==> src/csc_params.svh <==
`ifndef CSC_PARAMS_SVH
`define CSC_PARAMS_SVH
// register port geometry
`define CSC_ADDR_W 12
`define CSC_DATA_W 8
// register offsets
`define CSC_CAL_SYNC_OFF 12'ha02
`define CSC_RESET_FN_OFF 12'ha03
`define CSC_CLR_SYS_OFF 12'ha04
`define CSC_CLR_SWN_OFF 12'ha05
`define CSC_CLR_DPLL_OFF 12'ha06
`define CSC_STATUS_OFF 12'ha7f
// calibrate and sync control fields
`define CSC_CAL_BIT 0
`define CSC_SYNC_BIT 1
// reset function strobe fields
`define CSC_RF_WDOG 0
`define CSC_RF_ALL_IRQ 1
`define CSC_RF_HIST 2
`define CSC_RF_AUTOSYNC 3
`define CSC_RF_PHACC 4
`define CSC_RF_DECIM 5
`define CSC_RF_LOOP 6
// implemented bits of each strobe register
`define CSC_RF_MASK 8'h7f
`define CSC_CLR_SYS_MASK 8'h33
`define CSC_CLR_SWN_MASK 8'h0f
`define CSC_CLR_DPLL_MASK 8'hff
// reset values
`define CSC_BYTE_RST 8'h00
// timing
`define CSC_CLK_PERIOD_NS 8
`define CSC_CAL_STEP_NS 1000
`define CSC_CAL_WAIT_US 2000
`define CSC_WD_PERIOD_MS 10
`endif

==> src/csc_pkg.sv <==
package csc_pkg;
    // calibration sequencer states
    typedef enum logic [2:0] {
        CAL_IDLE,
        CAL_BAND,
        CAL_AMPL,
        CAL_SETTLE,
        CAL_DONE
    } csc_cal_state_type;
    // register decode result
    typedef enum logic [2:0] {
        SEL_NONE,
        SEL_CAL_SYNC,
        SEL_RESET_FN,
        SEL_CLR,
        SEL_STATUS
    } csc_sel_type;
endpackage : csc_pkg

==> src/csc_regs.sv <==
// What this block does
// - sync bit high stalls distribution outputs
// - distribution sync fires on sync bit falling
// - committed calibrate rise starts enabled PLL calibration
// - calibration picks band and amplitude itself
// - system clock stalls for whole calibration
// - loop filter clear bit clears loop filter
// - decimation clear bit clears decimation filter
// - accumulator clear bit zeroes phase accumulator
// - auto-sync reset bit resets auto-sync logic
// - history reset bit resets tuning word history
// - clear-all bit clears every interrupt monitor bit
// - watchdog strobe restarts count without timeout
// - reset function bits clear themselves
// - clearing bit resets matching monitor bit
// - interrupt clearing bits are one-shot strobes
// - system clock clearing bits 5,4,1,0 only
// - second clearing register bits 3 to 0
// - digital PLL clearing bit 7 is switching
// - digital PLL bits 6 to 0 clear loop events
`include "csc_params.svh"

module csc_regs #(
    parameter int BAND_W = 3,
    parameter int AMPL_W = 3,
    parameter int unsigned CAL_WAIT_CYCLES =
        `CSC_CAL_WAIT_US * 1000 / `CSC_CLK_PERIOD_NS,
    parameter int unsigned WD_CYCLES =
        `CSC_WD_PERIOD_MS * 1000000 / `CSC_CLK_PERIOD_NS
) (
    // clock and reset
    input wire logic mclk,
    input wire logic sys_rst,
    // register port
    input wire logic [`CSC_ADDR_W-1:0] reg_addr,
    input wire logic [`CSC_DATA_W-1:0] reg_wdata,
    input wire logic reg_wr,
    input wire logic reg_rd,
    output logic [`CSC_DATA_W-1:0] reg_rdata_q,
    // register update commit strobe
    input wire logic reg_update,
    // system clock PLL interface
    input wire logic pll_enable,
    input wire logic band_ok,
    input wire logic ampl_ok,
    output logic [BAND_W-1:0] cal_band_q,
    output logic [AMPL_W-1:0] cal_ampl_q,
    output logic system_pll_clock_stall_q,
    output logic cal_started_q,
    output logic cal_complete_q,
    // clock distribution
    output logic dist_stall_q,
    output logic dist_sync_q,
    // reset strobes into the datapath
    output logic loop_filter_clear_q,
    output logic decim_clear_q,
    output logic phase_acc_clear_q,
    output logic auto_sync_reset_q,
    output logic history_reset_q,
    // interrupt monitor clearing
    output logic irq_clear_all_q,
    output logic [`CSC_DATA_W-1:0] irq_clr_sys_q,
    output logic [`CSC_DATA_W-1:0] irq_clr_swn_q,
    output logic [`CSC_DATA_W-1:0] irq_clr_dpll_q,
    // watchdog
    input wire logic wd_enable,
    output logic wd_timeout_q
);
    import csc_pkg::*;

    // dwell per calibration step, least time so round up
    localparam int unsigned STEP_CYCLES =
        (`CSC_CAL_STEP_NS + `CSC_CLK_PERIOD_NS - 1) / `CSC_CLK_PERIOD_NS;
    localparam int CNT_W = 32;

    // refuse widths the sequencer cannot serve
    if (BAND_W < 1 || BAND_W > 8 || AMPL_W < 1 || AMPL_W > 8) begin : g_chk_w
        $error("csc_regs: band and amplitude widths must be 1 to 8");
    end
    if (CAL_WAIT_CYCLES < 1 || WD_CYCLES < 2) begin : g_chk_t
        $error("csc_regs: timing counts too small");
    end

    ////////////////////////////////////////////////////////////////////////
    // address decode

    // decode shared by the write and read paths
    function automatic csc_sel_type decode(
        input logic [`CSC_ADDR_W-1:0] a
    );
        csc_sel_type s;
        s = SEL_NONE;
        case (a)
            `CSC_CAL_SYNC_OFF: s = SEL_CAL_SYNC;
            `CSC_RESET_FN_OFF: s = SEL_RESET_FN;
            `CSC_CLR_SYS_OFF,
            `CSC_CLR_SWN_OFF,
            `CSC_CLR_DPLL_OFF: s = SEL_CLR;
            `CSC_STATUS_OFF: s = SEL_STATUS;
            default: s = SEL_NONE;
        endcase
        return s;
    endfunction : decode

    csc_sel_type wsel; // target of this cycle's write
    csc_sel_type rsel; // target of this cycle's read
    assign wsel = reg_wr ? decode(reg_addr) : SEL_NONE;
    assign rsel = reg_rd ? decode(reg_addr) : SEL_NONE;

    ////////////////////////////////////////////////////////////////////////
    // calibrate and sync control

    logic cal_buf_q; // written calibrate bit, not yet committed
    logic cal_act_q; // committed calibrate bit
    logic sync_q; // distribution sync control bit
    logic cal_go; // start request for the sequencer
    csc_cal_state_type cal_st_q; // sequencer state

    // software must drop the bit to retrigger
    // writable bits of the control register
    always_ff @(posedge mclk or posedge sys_rst) begin
        if (sys_rst) begin
            cal_buf_q <= 1'b0;
            sync_q <= 1'b0;
        end else if (wsel == SEL_CAL_SYNC) begin
            cal_buf_q <= reg_wdata[`CSC_CAL_BIT];
            sync_q <= reg_wdata[`CSC_SYNC_BIT];
        end
    end

    // commit on the update strobe; data written in the same cycle waits for the next strobe
    always_ff @(posedge mclk or posedge sys_rst) begin
        if (sys_rst) begin
            cal_act_q <= 1'b0;
        end else if (reg_update) begin
            cal_act_q <= cal_buf_q;
        end
    end

    // committed rise with PLL enabled
    // a start arriving mid-calibration is dropped, bit stays set
    assign cal_go = reg_update && cal_buf_q && !cal_act_q && pll_enable
        && cal_st_q == CAL_IDLE;

    always_ff @(posedge mclk or posedge sys_rst) begin
        if (sys_rst) begin
            dist_stall_q <= 1'b0;
        end else begin
            dist_stall_q <= sync_q;
        end
    end

    // sync fires on the falling edge only
    always_ff @(posedge mclk or posedge sys_rst) begin
        if (sys_rst) begin
            dist_sync_q <= 1'b0;
        end else begin
            dist_sync_q <= dist_stall_q && !sync_q;
        end
    end

    ////////////////////////////////////////////////////////////////////////
    // calibration sequencer

    logic [CNT_W-1:0] cal_cnt_q; // dwell counter within a step
    logic step_end; // dwell of current step elapsed
    logic wait_end; // final settle elapsed
    assign step_end = cal_cnt_q == CNT_W'(STEP_CYCLES - 1);
    assign wait_end = cal_cnt_q == CNT_W'(CAL_WAIT_CYCLES - 1);

    // band search then amplitude search
    // walks bands upward, then raises amplitude until the analog
    // comparator agrees; the last code is kept if none passes
    always_ff @(posedge mclk or posedge sys_rst) begin
        if (sys_rst) begin
            cal_st_q <= CAL_IDLE;
            cal_cnt_q <= '0;
            cal_band_q <= '0;
            cal_ampl_q <= '0;
        end else begin
            case (cal_st_q)
                CAL_IDLE: begin
                    cal_cnt_q <= '0;
                    if (cal_go) begin
                        cal_st_q <= CAL_BAND;
                        cal_band_q <= '0;
                        cal_ampl_q <= '0;
                    end
                end
                CAL_BAND: begin
                    cal_cnt_q <= step_end ? '0 : cal_cnt_q + 1'b1;
                    if (step_end) begin
                        if (band_ok || &cal_band_q) begin
                            cal_st_q <= CAL_AMPL;
                        end else begin
                            cal_band_q <= cal_band_q + 1'b1;
                        end
                    end
                end
                CAL_AMPL: begin
                    cal_cnt_q <= step_end ? '0 : cal_cnt_q + 1'b1;
                    if (step_end) begin
                        if (ampl_ok || &cal_ampl_q) begin
                            cal_st_q <= CAL_SETTLE;
                        end else begin
                            cal_ampl_q <= cal_ampl_q + 1'b1;
                        end
                    end
                end
                CAL_SETTLE: begin
                    // loop lock time dominates, a few milliseconds
                    cal_cnt_q <= wait_end ? '0 : cal_cnt_q + 1'b1;
                    if (wait_end) begin
                        cal_st_q <= CAL_DONE;
                    end
                end
                CAL_DONE: begin
                    cal_cnt_q <= '0;
                    cal_st_q <= CAL_IDLE;
                end
                default: begin
                    cal_cnt_q <= '0;
                    cal_st_q <= CAL_IDLE;
                end
            endcase
        end
    end

    always_ff @(posedge mclk or posedge sys_rst) begin
        if (sys_rst) begin
            system_pll_clock_stall_q <= 1'b0;
        end else begin
            system_pll_clock_stall_q <= cal_go || (cal_st_q != CAL_IDLE
                && cal_st_q != CAL_DONE);
        end
    end

    // start and completion events for the monitor
    always_ff @(posedge mclk or posedge sys_rst) begin
        if (sys_rst) begin
            cal_started_q <= 1'b0;
            cal_complete_q <= 1'b0;
        end else begin
            cal_started_q <= cal_go;
            cal_complete_q <= cal_st_q == CAL_DONE;
        end
    end

    ////////////////////////////////////////////////////////////////////////
    // reset function strobes

    logic [`CSC_DATA_W-1:0] rf_d; // strobes for this write
    assign rf_d = (wsel == SEL_RESET_FN)
        ? (reg_wdata & `CSC_RF_MASK) : `CSC_BYTE_RST;

    always_ff @(posedge mclk or posedge sys_rst) begin
        if (sys_rst) begin
            loop_filter_clear_q <= 1'b0;
            decim_clear_q <= 1'b0;
            phase_acc_clear_q <= 1'b0;
            auto_sync_reset_q <= 1'b0;
            history_reset_q <= 1'b0;
            irq_clear_all_q <= 1'b0;
        end else begin
            loop_filter_clear_q <= rf_d[`CSC_RF_LOOP];
            decim_clear_q <= rf_d[`CSC_RF_DECIM];
            phase_acc_clear_q <= rf_d[`CSC_RF_PHACC];
            auto_sync_reset_q <= rf_d[`CSC_RF_AUTOSYNC];
            history_reset_q <= rf_d[`CSC_RF_HIST];
            irq_clear_all_q <= rf_d[`CSC_RF_ALL_IRQ];
        end
    end

    ////////////////////////////////////////////////////////////////////////
    // watchdog

    logic [CNT_W-1:0] wd_cnt_q; // elapsed cycles of this timing cycle
    logic wd_last; // last cycle of the period

    assign wd_last = wd_cnt_q == CNT_W'(WD_CYCLES - 1);

    // kick restarts at zero, no timeout
    // a kick in the expiring cycle wins, so no event is raised
    always_ff @(posedge mclk or posedge sys_rst) begin
        if (sys_rst) begin
            wd_cnt_q <= '0;
            wd_timeout_q <= 1'b0;
        end else if (!wd_enable || rf_d[`CSC_RF_WDOG]) begin
            wd_cnt_q <= '0;
            wd_timeout_q <= 1'b0;
        end else begin
            wd_cnt_q <= wd_last ? '0 : wd_cnt_q + 1'b1;
            wd_timeout_q <= wd_last;
        end
    end

    ////////////////////////////////////////////////////////////////////////
    // interrupt clearing strobes

    logic [`CSC_DATA_W-1:0] clr_mask [3]; // implemented bits per register
    logic [`CSC_ADDR_W-1:0] clr_addr [3]; // offset per register
    logic [`CSC_DATA_W-1:0] clr_q [3]; // strobe outputs
    assign clr_mask[0] = `CSC_CLR_SYS_MASK;
    assign clr_mask[1] = `CSC_CLR_SWN_MASK;
    assign clr_mask[2] = `CSC_CLR_DPLL_MASK;
    assign clr_addr[0] = `CSC_CLR_SYS_OFF;
    assign clr_addr[1] = `CSC_CLR_SWN_OFF;
    assign clr_addr[2] = `CSC_CLR_DPLL_OFF;

    for (genvar g = 0; g < 3; g++) begin : g_clr
        // one bit clears its monitor bit
        always_ff @(posedge mclk or posedge sys_rst) begin
            if (sys_rst) begin
                clr_q[g] <= `CSC_BYTE_RST;
            end else if (rf_d[`CSC_RF_ALL_IRQ]) begin
                clr_q[g] <= clr_mask[g];
            end else if (wsel == SEL_CLR && reg_addr == clr_addr[g]) begin
                clr_q[g] <= reg_wdata & clr_mask[g];
            end else begin
                clr_q[g] <= `CSC_BYTE_RST;
            end
        end
    end

    assign irq_clr_sys_q = clr_q[0];
    // sync, watchdog, memory bits 3 to 0
    assign irq_clr_swn_q = clr_q[1];
    // bits 6 to 0 loop events
    assign irq_clr_dpll_q = clr_q[2];

    ////////////////////////////////////////////////////////////////////////
    // read path

    // strobe registers read zero
    // unmapped and write-only offsets answer zero
    always_ff @(posedge mclk or posedge sys_rst) begin
        if (sys_rst) begin
            reg_rdata_q <= `CSC_BYTE_RST;
        end else begin
            case (rsel)
                SEL_CAL_SYNC: reg_rdata_q <= {6'h00, sync_q, cal_buf_q};
                SEL_STATUS: reg_rdata_q <= {4'h0, wd_enable,
                    dist_stall_q, cal_act_q, system_pll_clock_stall_q};
                default: reg_rdata_q <= `CSC_BYTE_RST;
            endcase
        end
    end
endmodule : csc_regs

==> config.mk <==
export PLATFORM = sky130hd
export DESIGN_NAME = csc_regs
export DESIGN_NICKNAME = d
export VERILOG_FILES = /design/src/csc_pkg.sv /design/src/csc_regs.sv
export VERILOG_INCLUDE_DIRS = /design/src
export SDC_FILE = /design/constraint.sdc
export NUM_CORES = 1
export LEC_CHECK = 0
export ABC_AREA = 1
export BUFFER_PORTS_ARGS = -buffer_cell sky130_fd_sc_hd__buf_4
export CAP_MARGIN = 20
export CORE_ASPECT_RATIO = 0.6
export CORE_MARGIN = 2
export CORE_UTILIZATION = 40
export CTS_CLUSTER_DIAMETER = 80
export DETAILED_ROUTE_END_ITERATION = 7
export HOLD_SLACK_MARGIN = 0.03
export PLACE_DENSITY_LB_ADDON = 0.1
export SYNTH_ARGS = -nofsm -noshare
export SYNTH_HDL_FRONTEND = slang
export SYNTH_SLANG_ARGS = --single-unit
==> constraint.sdc <==
create_clock -name mclk -period 4 [get_ports mclk]
set_input_delay 0.4 -clock mclk [delete_from_list [all_inputs] [get_ports mclk]]
set_output_delay 0.4 -clock mclk [all_outputs]
set_load 0.005 [all_outputs]
; Yosys cells after proc, flatten, opt, wreduce, memory -nomap -nowiden
; Cells that the tools add are included.
[totals]
register_bits = 120
latch_bits = 0
ram_bits = 0
romBits = 0
inputBits = 29
output_inout_bits = 50
elab_cells = 113
n_memories = 0
[op_classes]
n_addsub = 4
multipliers = 0
n_div = 0
order_cmp = 0
eq_ne = 27
shifts = 0
muxes = 31
bitwise_logic = 0
reduce_logical = 27
[ops]
columns = cell, count
row1 = $mux 32, 4
row2 = $eq 12x12->1 const B, 6
row3 = $add 32x1->32 const B, 2
row4 = $pmux 32 s2, 1
row5 = $mux 3, 13
row6 = $eq 32x18->1 const B, 1
row7 = $eq 32x21->1 const B, 1
row8 = $eq 32x7->1 const B, 1
row9 = $pmux 3 s4, 2
row10 = $mux 8, 2
row11 = $ne 2x2->1 const B, 8
row12 = $eq 3x2->1 const B, 4
row13 = $mux 6, 2
row14 = $pmux 3 s2, 2
row15 = $eq 3x1->1 const B, 3
row16 = $logic_and 1x1->1, 9
row17 = $mux 4, 2
row18 = $pmux 4 s2, 1
row19 = $reduce_and 4->1, 2
row20 = $mux 7, 1
row21 = $add 3x1->3 const B, 2
row22 = $eq 3x3->1 const B, 2
row23 = $reduce_and 3->1, 2
row24 = $reduce_and 6->1, 1
row25 = 9 further kinds, 15

; Longest topological paths before layout
[depth]
depth_word = 8
ltp_mapped = 12
ltp_nobuf = 12

; Worst setup path after synthesis
; OpenSTA, ideal clock, no wires.
[synth_path]
kind = flip-flop to flip-flop
startpoint = register cal_cnt_q[0]
endpoint = register cal_cnt_q[24]
setup_time_ps = 120
arrival_time_ps = 1500
t_required_ps = 3880
setup_slack_ps = 2380
path_stages_with_launch = 11
path_buffers = 1
synth_period_minus_slack_ps = 1620
cell_sequence = dfrtp_1 -> ha_1 -> nand3_2 -> inv_2 -> nand3_1 -> nor2_1 -> nand2_1 -> nand2_1 -> nand3_4 -> buf_6 -> and3_1
[synth_between]
elab_chain_cells = 3
word_cells_on_any_way = 6
classes_between = add/sub: 1 / eq/ne: 2 / mux: 3
[synth_lines]
columns = element, line
row1 = "start, declared", csc_regs.sv:165  ; logic [CNT_W-1:0] cal_cnt_q;
row2 = "start signal, assigned", csc_regs.sv:191  ; cal_cnt_q <= step_end ? '0 : cal_cnt_q + 1'b1;
row3 = "start signal, assigned", csc_regs.sv:201  ; cal_cnt_q <= step_end ? '0 : cal_cnt_q + 1'b1;
row4 = "start signal, assigned", csc_regs.sv:212  ; cal_cnt_q <= wait_end ? '0 : cal_cnt_q + 1'b1;
row5 = $add 32x1->32 (tied with other cells), "csc_regs.sv:191, csc_regs.sv:201, csc_regs.sv:212"
row6 = "$mux 32, on equally long branches", "csc_regs.sv:212, csc_regs.sv:191, csc_regs.sv:201"
row7 = $pmux 32 s2 (*), csc_regs.sv:181  ; case (cal_st_q)
; Mark *: on every way between the ends. The rest lies on a longest branch, timed or not.
; A chain may end at the register's enable or synchronous reset.

; Final worst setup path
[layout_path]
startpoint = register wd_cnt_q[0]
endpoint = register wd_cnt_q[18]
[layout_between]
elab_chain_cells = 3
word_cells_on_any_way = 4
classes_between = add/sub: 1 / eq/ne: 1 / mux: 2
[layout_lines]
columns = element, line
row1 = "start, declared", csc_regs.sv:277  ; logic [CNT_W-1:0] wd_cnt_q;
row2 = "start signal, assigned", csc_regs.sv:292  ; wd_cnt_q <= wd_last ? '0 : wd_cnt_q + 1'b1;
row3 = $add 32x1->32 / $eq 32x21->1 (equally long branches), "csc_regs.sv:292, csc_regs.sv:280"
row4 = $mux 32 (*), csc_regs.sv:292
row5 = $mux 32 (*), csc_regs.sv:288  ; end else if (!wd_enable || rf_d[`CSC_RF_WDOG]) begin
; Marks and branches as above.

==> flow_metrics.tcl <==
set metrics [dict create \
    status "finished, final reports clean" \
    syn_area_per_cell_sq_um 7.53 \
    area_delta_synth_final_pct 15.9 \
    period_share_pct 53.2 \
    grt_overflow 0 \
    power.switching_mw 0.501 \
    drt-pass1-iter-count 6 \
    slew-limit-headroom_pct 35.4 \
    hp-start "reg_update" \
    power_frac_comb_pct 3.9 \
    grt_max_degree 81 \
    sw_frac_of_total_pct 24.3 \
    endpoint_kind "register" \
    cts_buffer_depth 2 \
    fillers 1428 \
    slowest_stage "nor2_1" \
    cts_tree "built" \
    dpl_worst_slack_ns 1.64 \
    die_y_microns 98.8 \
    drv_slew 0 \
    antenna_found_initial 0 \
    drt_iter0_drc 422 \
    gp_congestion 0.924 \
    path_cells "ha_1 -> nand3_1 -> nor2_1 -> nand2_1 -> nor2_1 -> nand3b_1 -> xor2_1 -> nor2_1" \
    rr_endpoint "wd_cnt_q[18]" \
    p_clk_share_pct 42.8 \
    drcViolationCount 0 \
    seq_area_frac_synth_pct 45.1 \
    crit_top_cell "nor2_1" \
    clkTransAtPathRegs_ns 0.08 \
    p_int_mw 1.56 \
    r2r_start "wd_cnt_q[0]" \
    die-area_sq_um 16000 \
    pwr-share-seq_pct 53.3 \
    grt_pass1_wl_microns 25700 \
    start_util_pct 41.2 \
    synthCells 796 \
    worstMarginPinSlew_ns 0.965 \
    worstSetupStartpointType "register" \
    dp_hpwl_microns 11800 \
    required_ns 4.20 \
    vias 5260 \
    synth_common_cells "nand2_1 (196), nor2_1 (137), dfrtp_1 (108)" \
    rsz0062_at_grt "no" \
    critical_path.top_delay_family "simple AND/OR/NAND/NOR gates" \
    dieWidth_microns 162 \
    htreeDepth 3 \
    period_needed_ns 2.13 \
    tns_ns 0 \
    grt.met1_usage_pct 33.6 \
    finalSetupViolations 0 \
    yosysWarnings 0 \
    synth_area_leaders "dfrtp_1 (45%), nand2_1 (12%), nor2_1 (8.6%)" \
    ir_worst_vdd_uv 172 \
    cp_num_buf_inv 0 \
    setup_ws_ns 1.87 \
    final.setup_skew_ns 0.00805 \
    antenna_cells 0 \
    hold_path_class "in2reg" \
    synth.most_common_cell "nand2_1" \
    cts_root_buf "clkbuf_16" \
    wl_microns 15600 \
    cts_made_buffers 9 \
    grt_util_met3_pct 7.41 \
    clkLatencyLatePin_ns 0.36 \
    core_sq_um 14500 \
    synth_top_area_share_pct 45.1 \
    final_net_count 902 \
    hold_depth 2 \
    cp.arrival_ns 2.33 \
    p_per_area_nw_per_um2 296 \
    postSynth.asyncResetShare_pct 100 \
    drive_gt1_share_pct 12.2 \
    reg2regPathDepth 8 \
    cts_sinks 108 \
    wl_per_cell_microns 14.6 \
    slowest_delay_ns 0.38 \
    fmax_mhz 470 \
    cap_violations 0 \
    io_pins 79 \
    via_per_inst 4.93 \
    grt_pass1_vias 4884 \
    track_usage_pct 20.5 \
    p_leak_nw 3.41 \
    port_buffers 66 \
    ant_nets 0 \
    grt_most_used_layer "met1" \
    met2_usage_pct 25.0 \
    ys_ff_latch 108 \
    hold_violations 0 \
    rows 34 \
    setup.worst_path.class "reg2reg" \
    yosysTopAreaCell "dfrtp_1" \
    reg2reg_slack_ns 1.87 \
    holdPathEnd "cal_act_q" \
    synth-edff-count 0 \
    synth_area_sq_um 6000 \
    synth_cell_types 38 \
    holdWs_ns 0.240 \
    synth_ff_type "dfrtp_1" \
    worstPathMaxFanout 5 \
]
-- power by group through the flow --
stage / Clock [mW] / Combinational, mW / Sequential (mW)
6_report: 0.881 / 0.0810 / 1.10
5_1_grt: 0.952 / 0.0928 / 1.10
4_1_cts: 0.908 / 0.0789 / 1.10
3_5_place_dp: 0 / 0.0789 / 1.12
3_3_place_gp: 0 / 0.0771 / 1.12
2_1_floorplan: 0 / 0.0510 / 1.12
-- flip-flops by register name, indices dropped and copies added, names as in the netlist, 3 cells and up --
register and cells:
cal_cnt_q 32, wd_cnt_q 32, irq_clr_dpll_q 8, irq_clr_swn_q 4, irq_clr_sys_q 4, reg_rdata_q 4, cal_ampl_q 3, cal_band_q 3
cal_st_q 3
-- worst max path at each step --
stage / from / to / slack (ns) / depth (start not counted)
2_1_floorplan: sys_rst / auto_sync_reset_q / 0.75 / 1
3_3_place_gp: reg_addr[8] / wd_cnt_q[30] / 1.71 / 9
3_5_place_dp: reg_addr[8] / wd_cnt_q[30] / 1.64 / 9
4_1_cts: wd_cnt_q[0] / wd_cnt_q[18] / 1.92 / 8
5_1_grt: wd_cnt_q[1] / wd_cnt_q[18] / 1.74 / 8
6_report: wd_cnt_q[0] / wd_cnt_q[18] / 1.87 / 8
-- metal layers --
layer  routed length (microns)  up-vias
met1                      8210     2413
met2                      5500      200
li1                          -     2635
met5                         0        -
met4                       123        0
met3                      1720       12
-- timing repair --
item / CTS / global route
resized for setup: 0 / 0
buffers inserted: 0 / 0
hold buffers: 0 / 1
setup endpoints to repair: 0 / 0
hold endpoints to repair: 0 / 10
-- through the flow --
stage	utilization, %	cells	cell area (sq um)	power, mW
final	47.7	1068	6950	2.06
after global routing	47.7	1068	6950	2.14
after CTS	47.5	1066	6910	2.08
after detailed placement	45.6	1051	6630	1.20
after global placement	45.6	1051	6630	1.20
after floorplan	-	807	6040	1.17
-- cells by family (layout without fill, tap and decap cells) --
family / after synthesis / after routing / synth area share (%)
flops: 108 / 108 / 45.1
compound gates: 43 / 43 / 4.13
fa+ha+maj: 7 / 7 / 1.46
xor+xnor: 32 / 32 / 4.67
simple gates: 480 / 480 / 35.4
buf+inv: 125 / 188 / 9.22
other cells: 1 / 12 / 0.0625
-- cell usage in the layout (no fill, tap or decap), types with 3 or more instances in the layout --
cell type / n
a21oi_1: 12
nand3b_1: 5
inv_1: 101
a31oi_1: 3
ha_1: 7
nor3_1: 28
nor4_1: 5
o21ai_0: 20
nand3_1: 51
nand4_1: 24
nor2_2: 6
nor2_1: 137
buf_4: 67
clkbuf_16: 9
nand2_2: 3
dfrtp_1: 108
xor2_1: 26
conb_1: 12
nand2_1: 196
and3_1: 15
xnor2_1: 6
-- cell type report --
cell class	instances	area, sq um	share of cell area (%)
Inverter	104	393	5.66
Multi-Input combinational cell	574	2780	40.0
Clock buffer	9	225	3.24
Tap cell	198	248	3.57
Sequential cell	108	2700	38.9
Timing Repair Buffer	69	541	7.78
Clock inverter	6	56.3	0.811
-- worst reg2reg max path, stage by stage, from the launching register on --
cell,delay (ns)
dfrtp_1,0.37
ha_1,0.19
nand3_1,0.23
nor2_1,0.26
nand2_1,0.18
nor2_1,0.38
nand3b_1,0.16
xor2_1,0.16
nor2_1,0.06
No activity file was read; power rests on OpenSTA's default activity.
